===== src/logic/sld_lcd_map.svh =====
// register map, bit fields, drive levels and divider figures of the lcd driver
// assumes a cpu byte bus with 16-bit addresses and a one-clock register write
`ifndef SLD_LCD_MAP_SVH
`define SLD_LCD_MAP_SVH

`define SLD_ADDR_MODE     16'hFFB0
`define SLD_ADDR_CLK      16'hFFB2
`define SLD_ADDR_MEM_LO   16'hFA00
`define SLD_ADDR_MEM_HI   16'hFA17
`define SLD_MEM_DEPTH     24
`define SLD_MODE_RESET    8'h00
`define SLD_MODE_WMASK    8'hD1
`define SLD_CLK_RESET     4'h0
`define SLD_BIT_ON        7
`define SLD_BIT_BOOST     6
`define SLD_BIT_PINS      4
`define SLD_BIT_SLICE     0
`define SLD_SRC_SUB       2'h0
`define SLD_SRC_EXP_BASE  4'h4
`define SLD_LCD_EXP_BASE  4'h6
`define SLD_LVL_GND       2'h0
`define SLD_LVL_THIRD     2'h1
`define SLD_LVL_TWO_THIRD 2'h2
`define SLD_LVL_FULL      2'h3

`endif


===== src/logic/sld_pkg.sv =====
// types shared by the lcd driver
// assumes sld_lcd_map.svh supplies the numeric constants
package sld_pkg;
  // one-hot common slot, bit n selects common n
  typedef enum logic [3:0] {
    SLD_SLOT0 = 4'b0001,
    SLD_SLOT1 = 4'b0010,
    SLD_SLOT2 = 4'b0100,
    SLD_SLOT3 = 4'b1000
  } sld_slot_t;
  typedef logic [1:0] sld_lvl_t;
endpackage


===== src/logic/sld_lcd_driver.sv =====
// segment lcd driver: mode and clock registers, display memory, scan timing
// assumes a synchronous cpu byte port and an external 1/3 bias level switch
// that turns each 2-bit level code into a pin voltage
`timescale 1ns/1ps
`include "sld_lcd_map.svh"

module sld_lcd_driver
  import sld_pkg::*;
(
  input  wire logic        clk_sys,     // 25 mhz system clock
  input  wire logic        rst_n,       // async system reset
  input  wire logic        ce,          // clock enable, low freezes all
  input  wire logic [15:0] addr,        // cpu byte address
  input  wire logic [7:0]  wdata,       // cpu write data
  input  wire logic        wr_en,       // cpu write strobe
  input  wire logic        rd_en,       // cpu read strobe
  input  wire logic        sub_clk,     // subsystem clock, sampled level
  output logic      [7:0]  rdata_q,     // cpu read data, one cycle late
  output logic      [47:0] seg_level_q, // 24 segment level codes
  output logic      [7:0]  com_level_q, // 4 common level codes
  output logic             booster_run_q // booster run request
);

  // registers and memory
  logic [7:0]  display_mode_reg_q;
  logic [3:0]  lcd_clock_ctrl_reg_q;
  logic [3:0]  mem_q [`SLD_MEM_DEPTH];
  logic [6:0]  pre_q;
  logic [8:0]  div_q;
  logic        sub_q;
  logic        pol_q;
  sld_slot_t   slot_q;
  sld_slot_t   slot_d;
  logic        pol_d;
  logic [47:0] seg_d;
  logic [7:0]  com_d;

  // true when the low n bits of v are all ones
  function automatic logic low_ones(input logic [8:0] v, input logic [3:0] n);
    logic [8:0] m;
    m = 9'((10'h001 << n) - 10'h001);
    return (v & m) == m;
  endfunction

  // index of the active common
  function automatic logic [1:0] slot_idx(input sld_slot_t s);
    return {s[3] | s[2], s[3] | s[1]};
  endfunction

  // address decode
  wire        hit_mode  = addr == `SLD_ADDR_MODE;
  wire        hit_clk   = addr == `SLD_ADDR_CLK;
  wire        hit_mem   = addr >= `SLD_ADDR_MEM_LO && addr <= `SLD_ADDR_MEM_HI;
  wire [15:0] mem_off   = addr - `SLD_ADDR_MEM_LO;
  wire [4:0]  mem_idx   = mem_off[4:0];
  wire        disp_on   = display_mode_reg_q[`SLD_BIT_ON];
  wire        pins_on   = display_mode_reg_q[`SLD_BIT_PINS];
  wire        three     = display_mode_reg_q[`SLD_BIT_SLICE];
  wire [7:0]  rd_mux    = hit_mode ? display_mode_reg_q :
                          hit_clk  ? {4'h0, lcd_clock_ctrl_reg_q} :
                          hit_mem  ? {4'h0, mem_q[mem_idx]} : 8'h00;

  // frame-rate dividers; subsystem path lets timing run from the slow clock
  // both counters run free, so the first frame after a rate change is short;
  // software is expected to change the rate only while the display is off
  wire [1:0]  src_sel   = lcd_clock_ctrl_reg_q[3:2];
  wire        sub_tick  = sub_clk & ~sub_q;
  wire        main_tick = low_ones({2'h0, pre_q}, `SLD_SRC_EXP_BASE + {2'h0, src_sel});
  wire        src_tick  = (src_sel == `SLD_SRC_SUB) ? sub_tick : main_tick;
  wire        lcd_tick  = src_tick &&
                          low_ones(div_q, `SLD_LCD_EXP_BASE + {2'h0, lcd_clock_ctrl_reg_q[1:0]});
  wire        slot_last = three ? slot_q == SLD_SLOT2 : slot_q == SLD_SLOT3;

  // polarity-dependent level codes, swapped every frame to cancel dc
  wire [1:0] com_sel = pol_q ? `SLD_LVL_GND       : `SLD_LVL_FULL;
  wire [1:0] com_uns = pol_q ? `SLD_LVL_TWO_THIRD : `SLD_LVL_THIRD;
  wire [1:0] seg_sel = pol_q ? `SLD_LVL_FULL      : `SLD_LVL_GND;
  wire [1:0] seg_des = pol_q ? `SLD_LVL_THIRD     : `SLD_LVL_TWO_THIRD;
  wire [1:0] cur_idx = slot_idx(slot_q);

  // slot sequencer; a stray slot 3 in three-slice mode is dropped at once
  // the dropped slot still shows on the commons for a cycle or two after a
  // mode switch, which is why the slice bit belongs in the power-up setup
  always_comb begin
    slot_d = slot_q;
    pol_d  = pol_q;
    if (three && slot_q == SLD_SLOT3) begin
      slot_d = SLD_SLOT0;
    end else if (lcd_tick) begin
      if (slot_last) begin
        slot_d = SLD_SLOT0;
        pol_d  = ~pol_q;
      end else begin
        unique case (slot_q)
          SLD_SLOT0: slot_d = SLD_SLOT1;
          SLD_SLOT1: slot_d = SLD_SLOT2;
          SLD_SLOT2: slot_d = SLD_SLOT3;
          default:   slot_d = SLD_SLOT0;
        endcase
      end
    end
  end

  // pin levels; memory is read by the scan itself and also by the cpu through rd_mux
  always_comb begin
    for (int i = 0; i < `SLD_MEM_DEPTH; i++) begin
      if (!pins_on)
        seg_d[2*i +: 2] = `SLD_LVL_GND;
      else if (!disp_on)
        seg_d[2*i +: 2] = seg_des;
      else
        seg_d[2*i +: 2] = mem_q[i][cur_idx] ? seg_sel : seg_des;
    end
    for (int c = 0; c < 4; c++) begin
      if (!pins_on)
        com_d[2*c +: 2] = `SLD_LVL_GND;
      else
        com_d[2*c +: 2] = slot_q[c] ? com_sel : com_uns;
    end
  end

  // cpu register writes; reserved mode bits are not stored
  // reads use the pre-edge value, so a write and read together return the old byte
  always_ff @(posedge clk_sys or negedge rst_n) begin
    if (!rst_n) begin
      display_mode_reg_q   <= `SLD_MODE_RESET;
      lcd_clock_ctrl_reg_q <= `SLD_CLK_RESET;
      rdata_q              <= 8'h00;
    end else if (ce) begin
      if (wr_en && hit_mode)
        display_mode_reg_q <= wdata & `SLD_MODE_WMASK;
      if (wr_en && hit_clk)
        lcd_clock_ctrl_reg_q <= wdata[3:0];
      if (rd_en)
        rdata_q <= rd_mux;
    end
  end

  // display memory keeps only the low nibble of each byte
  always_ff @(posedge clk_sys or negedge rst_n) begin
    if (!rst_n) begin
      for (int i = 0; i < `SLD_MEM_DEPTH; i++)
        mem_q[i] <= 4'h0;
    end else if (ce && wr_en && hit_mem) begin
      mem_q[mem_idx] <= wdata[3:0];
    end
  end

  // timing state and output flops
  always_ff @(posedge clk_sys or negedge rst_n) begin
    if (!rst_n) begin
      pre_q         <= 7'h00;
      div_q         <= 9'h000;
      sub_q         <= 1'b0;
      slot_q        <= SLD_SLOT0;
      pol_q         <= 1'b0;
      seg_level_q   <= 48'h0;
      com_level_q   <= 8'h00;
      booster_run_q <= 1'b0;
    end else if (ce) begin
      pre_q         <= pre_q + 7'h01;
      div_q         <= src_tick ? div_q + 9'h001 : div_q;
      sub_q         <= sub_clk;
      slot_q        <= slot_d;
      pol_q         <= pol_d;
      seg_level_q   <= seg_d;
      com_level_q   <= com_d;
      booster_run_q <= display_mode_reg_q[`SLD_BIT_BOOST];
    end
  end
endmodule


===== config.mk =====
export PLATFORM = sky130hd
export DESIGN_NAME = sld_lcd_driver
export DESIGN_NICKNAME = d
export VERILOG_FILES = /design/src/logic/sld_pkg.sv /design/src/logic/sld_lcd_driver.sv
export VERILOG_INCLUDE_DIRS = /design/src /design/src/logic
export SDC_FILE = /design/constraint.sdc
export NUM_CORES = 1
export LEC_CHECK = 0
export BUFFER_PORTS_ARGS = -buffer_cell sky130_fd_sc_hd__buf_2
export CORE_AREA = 2 2 144 146
export CTS_CLUSTER_DIAMETER = 50
export DETAILED_ROUTE_END_ITERATION = 12
export DIE_AREA = 0 0 146 148
export GPL_ROUTABILITY_DRIVEN = 0
export PLACE_DENSITY = 0.71
export SLEW_MARGIN = 10
export SYNTH_ARGS = -nofsm -noshare
export SYNTH_HDL_FRONTEND = slang
export SYNTH_SLANG_ARGS = --single-unit

===== constraint.sdc =====
create_clock -name clk_sys -period 2.8 [get_ports clk_sys]
set_clock_uncertainty 0.15 [all_clocks]
set_input_delay 0.42 -clock clk_sys [delete_from_list [all_inputs] [get_ports clk_sys]]
set_output_delay 0.42 -clock clk_sys [all_outputs]
set_load 0.05 [all_outputs]

# After elaboration in Yosys (flattened, before gate mapping)
# Index checks and enable logic that the tools add are counted.
classes:
  n_addsub: 7
  n_lt_le_gt_ge: 5
  eq_ne: 8
  n_shift: 2
  n_mux: 147
  bitwise_logic: 9
  reduce_logical: 16
op_table:
  columns: ["cell", "n"]
  rows:
  - ["$mux W2", 84]
  - ["$bwmux W96", 1]
  - ["$bmux W1 S2", 24]
  - ["$eq A16 B16 Y1 const B", 2]
  - ["$mux W4", 8]
  - ["$mux W1", 26]
  - ["$bmux W4 S5", 1]
  - ["$demux W4 S5", 1]
  - ["$eq A9 B9 Y1", 2]
  - ["$shl A1 B4 Y9 const A", 2]
  - ["$sub A9 B1 Y9 const B", 2]
  - ["$ge A16 B16 Y1 const B", 1]
  - ["$le A16 B16 Y1 const B", 1]
  - ["$pmux W4 S3", 1]
  - ["$reduce_and A2 Y1", 5]
  - ["$add A9 B1 Y9 const B", 1]
  - ["$and A7 B9 Y9", 1]
  - ["$and A9 B9 Y9", 1]
  - ["$add A3 B2 Y4 const A", 2]
  - ["$logic_and A1 B1 Y1", 8]
  - ["$mux W8", 1]
  - ["$add A7 B1 Y7 const B", 1]
  - ["$ge A6 B6 Y1 const B", 1]
  - ["$lt A6 B1 Y1 const B", 1]
  - ["other kinds (13)", 16]
word_totals:
  register_bits: 191
  input_bits: 30
  out_inout_bits: 65
  wordCells: 229

# Depth between registers and ports, before layout
# Gate-level depths: netlist of the first run.
logic_depth:
  ltp_word: 9
  depth_mapped: 9
  ltp_nobuf: 8

# Worst setup path before layout of the first run
# Ideal clock, no wire load.
synth_path:
  path_type: "input port to flip-flop"
  start: "input port addr[7]"
  end: "register mem_q[60] (netlist name)"
  setup_time_ns: 0.125
  t_arrival_ns: 2.206
  required_ns: 2.525
  path_slack_ns: 0.319
  stages: 6
  n_path_buf: 0
  cell_sequence: "or4_1 -> a2111o_4 -> nor2_2 -> nand2_2 -> nor3_4 -> mux2_2"
synth_between:
  elab_chain_cells: 3
  word_cells_on_any_way: 4
  classes_between: "2 x order compare; 2 x reduce/logical"
synth_rtl:
  columns: ["item", "line", "rtl"]
  rows:
  - ["start: declaration", "sld_lcd_driver.sv:13", "input wire logic [15:0] addr,"]
  - ["$ge A16 B16 Y1 (no source line) / $le A16 B16 Y1 (equally long branches)", null, null]
  - ["$logic_and A1 B1 Y1 (no source line) (*)", null, null]
  - ["$logic_and A1 B1 Y1 (*)", "sld_lcd_driver.sv:144", "end else if (ce && wr_en && hit_mem) begin"]
  - ["end signal: indexed assignment", "sld_lcd_driver.sv:145", "mem_q[mem_idx] <= wdata[3:0];"]
  - ["end: declaration", "sld_lcd_driver.sv:27", "logic [3:0] mem_q [`SLD_MEM_DEPTH];"]
# Mark *: on every way between the ends. The rest lies on a longest branch, timed or not.
# A chain may end at the register's enable or synchronous reset.

# Worst setup path after layout of the first run
layout_path:
  start: "register mem_q[82] (netlist name)"
  end: "register rdata_q[2]"
layout_between:
  elab_chain_cells: 6
layout_rtl:
  columns: ["item", "line", "rtl"]
  rows:
  - ["$bmux W4 S5", "sld_lcd_driver.sv:61", "hit_mem ? {4'h0, mem_q[mem_idx]} : 8'h00;"]
  - ["$mux W4 (implied by the code) (2 in series)", "sld_lcd_driver.sv:61", null]
  - ["$mux W4", "sld_lcd_driver.sv:61", null]
  - ["$mux W4", "sld_lcd_driver.sv:60", "hit_clk ? {4'h0, lcd_clock_ctrl_reg_q} :"]
  - ["$mux W8", "sld_lcd_driver.sv:59", "wire [7:0] rd_mux = hit_mode ? display_mode_reg_q :"]
  - ["end signal: assignment", "sld_lcd_driver.sv:135", "rdata_q <= rd_mux;"]
  - ["end: declaration", "sld_lcd_driver.sv:18", "output logic [7:0] rdata_q,"]
# No other way between the ends. The select of a mux whose other input is x is not followed.

==> results of run 1 <==
-- registers in the layout, indices dropped and copies added (netlist names) --
name and flops:
mem_q 96, display_mode_reg_q 4, sub_q 1, com_level_q 5, booster_run_q 1, pol_q 1, lcd_clock_ctrl_reg_q 4, pre_q 7
seg_level_q 25, div_q 9, rdata_q 7, slot_q 4
-- cells in the mapped netlist (11+ instances only) --
| master | number | area share [%] |
|---|---|---|
| nand4_1 | 11 | 0.78 |
| dfrtp_1 | 163 | 46 |
| o211ai_1 | 25 | 2.1 |
| nand3_1 | 12 | 0.68 |
| clkbuf_1 | 35 | 1.5 |
| mux2_2 | 154 | 20 |
| mux2i_1 | 61 | 6.9 |
| xnor2_1 | 17 | 1.7 |
| nand2_1 | 52 | 2.2 |
| buf_4 | 27 | 2.3 |
| nor2_1 | 22 | 0.93 |
| mux4_2 | 22 | 5.6 |
-- per-layer routing --
layer / vias to the layer above / track usage (%) / part of all wire (%)
li1: 2731 / - / -
met1: 3063 / 26.8 / 44
met2: 209 / 32.7 / 48
met3: 34 / 4.72 / 5.2
met4: 0 / 5.78 / 2.4
met5: - / 0 / 0
-- layout by cell type (no fill, tap or decap), types with 11 or more instances in the layout --
master / instances
buf_2: 91
buf_4: 26
clkbuf_16: 17
dfrtp_1: 163
mux2_2: 154
mux2i_1: 61
mux4_2: 22
nand2_1: 52
nand3_1: 12
nand4_1: 11
nor2_1: 20
nor2_2: 11
o211ai_1: 25
xnor2_1: 17
-- per-stage QoR --
step | utilization (%) | TNS, ns | hold WS [ns] | instances | setup slack (ns)
6_report | 50.2 | 0 | 0.0764 | 1065 | 0.202
5_1_grt | 50.2 | 0 | 0.0785 | 1065 | 0.141
4_1_cts | 50.2 | 0 | 0.0637 | 1065 | 0.207
3_5_place_dp | 47.5 | -0.146 | 0.289 | 1032 | -0.103
3_3_place_gp | 47.5 | -0.127 | 0.293 | 1032 | -0.0754
2_1_floorplan | - | 0 | -0.0256 | 718 | 0.319
-- what timing repair did --
action | CTS | global route
gates resized for setup | 0 | 1
setup buffers | 0 | 0
endpoints found under the setup margin | 0 | 1
endpoints found under the hold margin | 57 | 0
hold buffers | 1 | 0
-- power by group --
| group | internal [µW] | switching, µW | total, µW |
|---|---|---|---|
| sequential | 2460 | 96.5 | 2560 |
| combinational | 164 | 252 | 416 |
| clock | 1130 | 995 | 2130 |
-- cells by family after synthesis --
family | count (synthesis) | synth area share [%]
AO/OA/AOI/OAI | 60 | 5.10
XOR/XNOR | 20 | 1.98
adder cells (fa/ha/maj) | 4 | 0.566
buffers and inverters | 81 | 4.71
flip-flops | 164 | 46.4
multiplexers | 239 | 32.3
other | 1 | 0.0424
AND/OR/NAND/NOR | 149 | 8.86
-- worst paths after layout --
check / startpoint / to / slack (ns)
hold reg to reg: div_q[4]$_DFFE_PN0P_ / div_q[4]$_DFFE_PN0P_ / 0.32
hold / removal: wdata[4] / display_mode_reg_q[4]$_DFFE_PN0P_ / 0.08
max in group asynchronous: rst_n / mem_q[92]$_DFFE_PN0P_ / 1.37
setup / recovery: mem_q[82]$_DFFE_PN0P_ / rdata_q[2]$_DFFE_PN0P_ / 0.20
min in group asynchronous: rst_n / seg_level_q[11]$_DFFE_PN0P_ / 0.37
setup reg to reg: mem_q[82]$_DFFE_PN0P_ / rdata_q[2]$_DFFE_PN0P_ / 0.20
-- area by class of cell --
cell class	instances	area (µm²)
flip-flops and latches	164	4110
clock inverters	15	109
multi-input cells	473	4340
well taps	270	338
clock buffers	17	425
inverters	4	15.0
repair buffers	122	732
fillers	1805	9980
-- worst reg2reg max path: cells and delay by family (launching register included) --
kind / cells / cell delay (ns)
AO/OA/AOI/OAI: 3 / 1.03
buffers and inverters: 1 / 0.22
flip-flops: 1 / 0.39
multiplexers: 1 / 0.48
AND/OR/NAND/NOR: 2 / 0.22
==> run metrics, run 1 <==
DR vias/cell 5.67; post-synthesis net count 752; Hold Vio Cnt, Final 0; post-synthesis average cell area 12.3 µm²; first-pass GRT wire length 33500 µm; Slew HR 40.9%; Post-synth ARST share 100%; synth unique cells 52; Nets 816; max-slew violations 0; Tot GR Track Use about a fifth; TritonRoute pass-1 iters 5; die height 148 µm; # IOs 95; CP Data Arrival Time 2.76 ns; slew of the pin with the lowest slew margin 0.884 ns; Setup-failing EPs final 0; Die Footprint 21600 µm²; minimum clock period ~2.6 ns; FMAX 0.385 GHz; clock slew at the register clock pins of the worst setup and hold paths roughly 0.070 ns; r2r worst-path depth 7; Pwr per Cell Area 507 nW/µm²; post-place instance area around 9500 µm²; critical path's top delay family compound AO/OA/AOI/OAI gates; element type at the critical path end register; Cells after Synth between 700 and 800; Max VDD drop between 0.4 and 0.5 mV; crit-path cells mux4_2, nor2b_1, a211oi_1, a21oi_1, a2111oi_0, buf_4, nor3_1; Bufs and invs on worst path 1; Std-Cell Rows 52; starting DRC count in detailed routing 325; status finished clean; GRT overflow 0; max cap viols 0; cts bufs inserted 17; critical path depth in cells 7; H-tree levels 4; design area 10100 µm²; slowest stage delay, CP about 0.67 ns; Area Overhead vs Synth 13.7%; largest net degree at the start of global routing between 60 and 70; Startpoint Class register; core area 20000 µm²; antenna-violating nets left 0; Primary FF master, synth dfrtp_1; area of the mapped netlist just under 9000 µm²; Wirelength per Cell around 20 µm; WS Path Type reg -> reg; Max FO, Critical Path 3; Yosys reg bits about 160; clk root buf clkbuf_16; DP Wirelength around 15000 µm; ANT cells 0; final WL 21100 µm; clock buffer depth 2; total clock sinks 164; total power roughly 5100 µW; vias 6037; CTS tree built; YS warnings 0; initial antenna violation count 0; vias in the first global route 5960; Final period util 92.8%; Die W 146 µm; drc violations 0; hold-critical path depth 2; LEAKAGE 0.00498 µW; critical path required time 2.96 ns; register area share after synthesis between 40% and 50%; worst skew pair latency 0.43 ns; RSZ-0062 raised after global routing no; slowest stage cell, crit path a2111oi_0; I/O Buffers 92; Hold WC Path Type in -> reg; layout cell share with drive strength beyond 1 between 40 and 50%; Initial Util 44.2%; Post-synth EDFFs 0
Note: power is estimated with default switching activity, not from simulation.
==> run 2, diff against run 1 <==
Settings changed: ABC_AREA set to 1, CORE_AREA 2 2 144 146 to 2 2 146 148, DIE_AREA 0 0 146 148 to 0 0 148 150.
Clock period 2.8 ns to 3 ns, I/O delays scaled along.
==> run 2 against run 1 <==
Clock power about the same; hold slack worse by 0.014 ns; first-iteration DRC count up 99%; via count up 36%; register-to-register slack better by 0.37 ns; count of clock-buffer cells in the layout up 7; critical path type unchanged.
==> run metrics, run 2 <==
status finished clean (unchanged); slowest stage delay, CP 0.57 ns (was 0.67 ns); Area Overhead vs Synth 12.6% (was 13.7%); Cells after Synth 1229 (was 718); met3 Use GR 3.32% (was 4.72%); leading cell type in the layout, fill and taps excluded nand2_1 (was dfrtp_1); critical path required time 3.14 ns (was 2.96 ns); Regs by FF count mem_q: 96 flops, seg_level_q: 25 flops, div_q: 9 flops (unchanged); clock slew at the register clock pins of the worst setup and hold paths 0.06 ns (was 0.07 ns); max FFs per register 96 (unchanged); layout cell share with drive strength beyond 1 14.5% (was 44.3%); total clock sinks 164 (unchanged); slack of the critical path 0.575 ns (was 0.202 ns); total negative slack 0 ns (unchanged); Die W 148 µm (was 146 µm); Post-synth ARST share 100% (unchanged); element type at the critical path end register (unchanged); FMAX 0.412 GHz (was 0.385 GHz); most frequent cells in the layout nand2_1 (418), dfrtp_1 (163), o21ai_0 (118) (was dfrtp_1 (163), mux2_2 (154), buf_2 (91)); GR Util met2 36.4% (was 32.7%); top cells by area, synth dfrtp_1 (45%), nand2_1 (17%), o21ai_0 (6.5%) (was dfrtp_1 (46%), mux2_2 (20%), mux2i_1 (6.9%)); layer with the highest usage met2 (unchanged); largest net degree at the start of global routing 72 (was 62); cts bufs inserted 17 (unchanged); max cap viols 0 (unchanged); die height 150 µm (was 148 µm); vias in the first global route 7624 (was 5960); Initial Util 44.2% (about the same); Startpoint Class register (unchanged); area of the mapped netlist 9150 µm² (was 8850 µm²); Die Footprint 22200 µm² (was 21600 µm²); Max FO, Critical Path 23 (was 3); DR vias/cell 5.21 (was 5.67); cell accounting for the most synthesized area dfrtp_1 (unchanged); slowest stage cell, crit path inv_1 (was a2111oi_0); drc violations 0 (unchanged); LEAKAGE 0.00529 µW (was 0.00498 µW); Slew HR 29.2% (was 40.9%); clk root buf clkbuf_16 (unchanged); Setup Slack @ Placement 0.667 ns (was -0.103 ns); M1 GR Usage 30.4% (was 26.8%); minimum clock period 2.43 ns (was 2.60 ns); crit-path cells nor2_2, inv_1, buf_4, a21oi_1, o21ai_0, nand3_1, nand2_1, o211ai_1 (was mux4_2, nor2b_1, a211oi_1, a21oi_1, a2111oi_0, buf_4, nor3_1); most frequent cell after synthesis nand2_1 (was dfrtp_1); starting DRC count in detailed routing 648 (was 325); Synth top cells by count nand2_1 (418), dfrtp_1 (163), o21ai_0 (118) (was dfrtp_1 (163), mux2_2 (154), mux2i_1 (61)); Yosys top cell area share 44.6% (was 46.1%); Yosys reg bits 164 (unchanged); worst skew pair latency 0.43 ns (about the same); core area 20700 µm² (was 20000 µm²); I/O Buffers 92 (unchanged); Nets 1322 (was 816); Tot GR Track Use 22.5% (was 20.0%); clock buffer depth 2 (unchanged); post-CTS sizing 0 (unchanged); first-pass GRT wire length 39300 µm (was 33500 µm); vias 8218 (was 6037); TritonRoute pass-1 iters 7 (was 5); hold_buf cts 1 (unchanged); # IOs 95 (unchanged); post-synthesis net count 1263 (was 752); CP Data Arrival Time 2.57 ns (was 2.76 ns); final WL 24200 µm (was 21100 µm); WS Path Type reg -> reg (unchanged); antenna-violating nets left 0 (unchanged); CTS tree built (unchanged); Final period util 80.8% (was 92.8%); Wirelength per Cell 15.4 µm (was 19.8 µm); GRT overflow 0 (unchanged); register area share after synthesis 44.8% (was 46.4%); initial antenna violation count 1 (was 0); max-slew violations 0 (unchanged); Reg with most FFs mem_q (unchanged); Hold WC Path Type in -> reg (unchanged); synth unique cells 35 (was 52); DP Wirelength 16900 µm (was 14600 µm); RSZ-0062 raised after global routing no (unchanged); Pwr per Cell Area 482 nW/µm² (was 507 nW/µm²); post-synthesis average cell area 7.45 µm² (was 12.3 µm²); post-CTS setup buffers 0 (unchanged); Std-Cell Rows 53 (was 52); Hold Vio Cnt, Final 0 (unchanged); YS warnings 0 (unchanged); Setup-failing EPs final 0 (unchanged); Primary FF master, synth dfrtp_1 (unchanged); Max VDD drop 0.344 mV (was 0.427 mV); Post-synth EDFFs 0 (unchanged); R2R setup slack 0.57 ns (was 0.20 ns); H-tree levels 4 (unchanged); slew of the pin with the lowest slew margin 1.06 ns (was 0.884 ns)
run 2: cell types whose count changed after synthesis, sizes merged, moves of 7 or more:
cell / previous run / this run
mux2i: 61 / 0
xnor2: 17 / 4
nand2b: 7 / 0
inv: 4 / 121
nand3: 12 / 60
nand2: 54 / 439
nor2: 32 / 86
mux4: 22 / 0
o21ai: 6 / 167
mux2: 156 / 0
clkbuf: 35 / 25
a21oi: 4 / 42
run 2: stage by stage:
| stage | total power [µW] | util [%] | instance area, µm² | hold slack, ns | cells |
|---|---|---|---|---|---|
| 6_report | 4970 | 49.8 | 10300 | 0.0626 | 1577 |
| 2_1_floorplan | 2700 | - | 9150 | 0.00441 | 1229 |
| 4_1_cts | 4990 | 49.8 | 10300 | 0.0524 | 1576 |
| 5_1_grt | 5130 | 49.8 | 10300 | 0.0662 | 1577 |
| 3_5_place_dp | 2850 | 47.0 | 9720 | 0.315 | 1543 |
| 3_3_place_gp | 2840 | 47.0 | 9720 | 0.308 | 1543 |
run 2: worst paths after layout:
kind / startpoint / to / cells past startpoint
max: slot_q[3]$_DFFE_PN0P_ / seg_level_q[31]$_DFFE_PN0P_ / 8
min: wdata[4] / display_mode_reg_q[4]$_DFFE_PN0P_ / 3
max reg2reg: slot_q[3]$_DFFE_PN0P_ / seg_level_q[31]$_DFFE_PN0P_ / 8
min reg2reg: pre_q[4]$_DFFE_PN0P_ / pre_q[4]$_DFFE_PN0P_ / 1
max in group asynchronous: rst_n / slot_q[0]$_DFFE_PN1P_ / 3
min in group asynchronous: rst_n / mem_q[34]$_DFFE_PN0P_ / 2
run 2: metal layers:
metal  part of all wire [%]  wire, µm  vias to the layer above
met1                     45     10900                     3818
li1                       -         -                     4045
met4                    3.1       753                        0
met5                      0         0                        -
met2                     46     11200                      308
met3                    6.0      1470                       47
run 2: cell families (layout without fill, tap and decap cells):
kind of cell	count (synthesis)	in the layout	share of synthesized area, %
buffers and inverters	194	266	9.45
XOR/XNOR	13	13	1.24
flip-flops	164	164	44.8
other	1	2	0.0410
AO/OA/AOI/OAI	247	247	14.4
adder cells (fa/ha/maj)	4	4	0.547
AND/OR/NAND/NOR	606	606	29.4
run 2: final cells by class:
class,count,area (µm²)
multi-input combinational,871,4190
timing repair buffer,113,639
sequential,164,4110
clock inverter,8,100
antenna,1,2.50
clock buffer,24,472
inverter,121,457
fill,1994,10400
tap,275,344
run 2: critical path: cells and delay by family, from the launching register on:
kind,cells,cell delay [ns]
simple gates,3,0.41
buf+inv,2,0.95
flops,1,0.46
compound gates,3,0.31
run 2: where the power goes:
group          internal, µW  switching, µW
Combinational           129            378
Sequential             2260           45.2
Clock                  1270            883
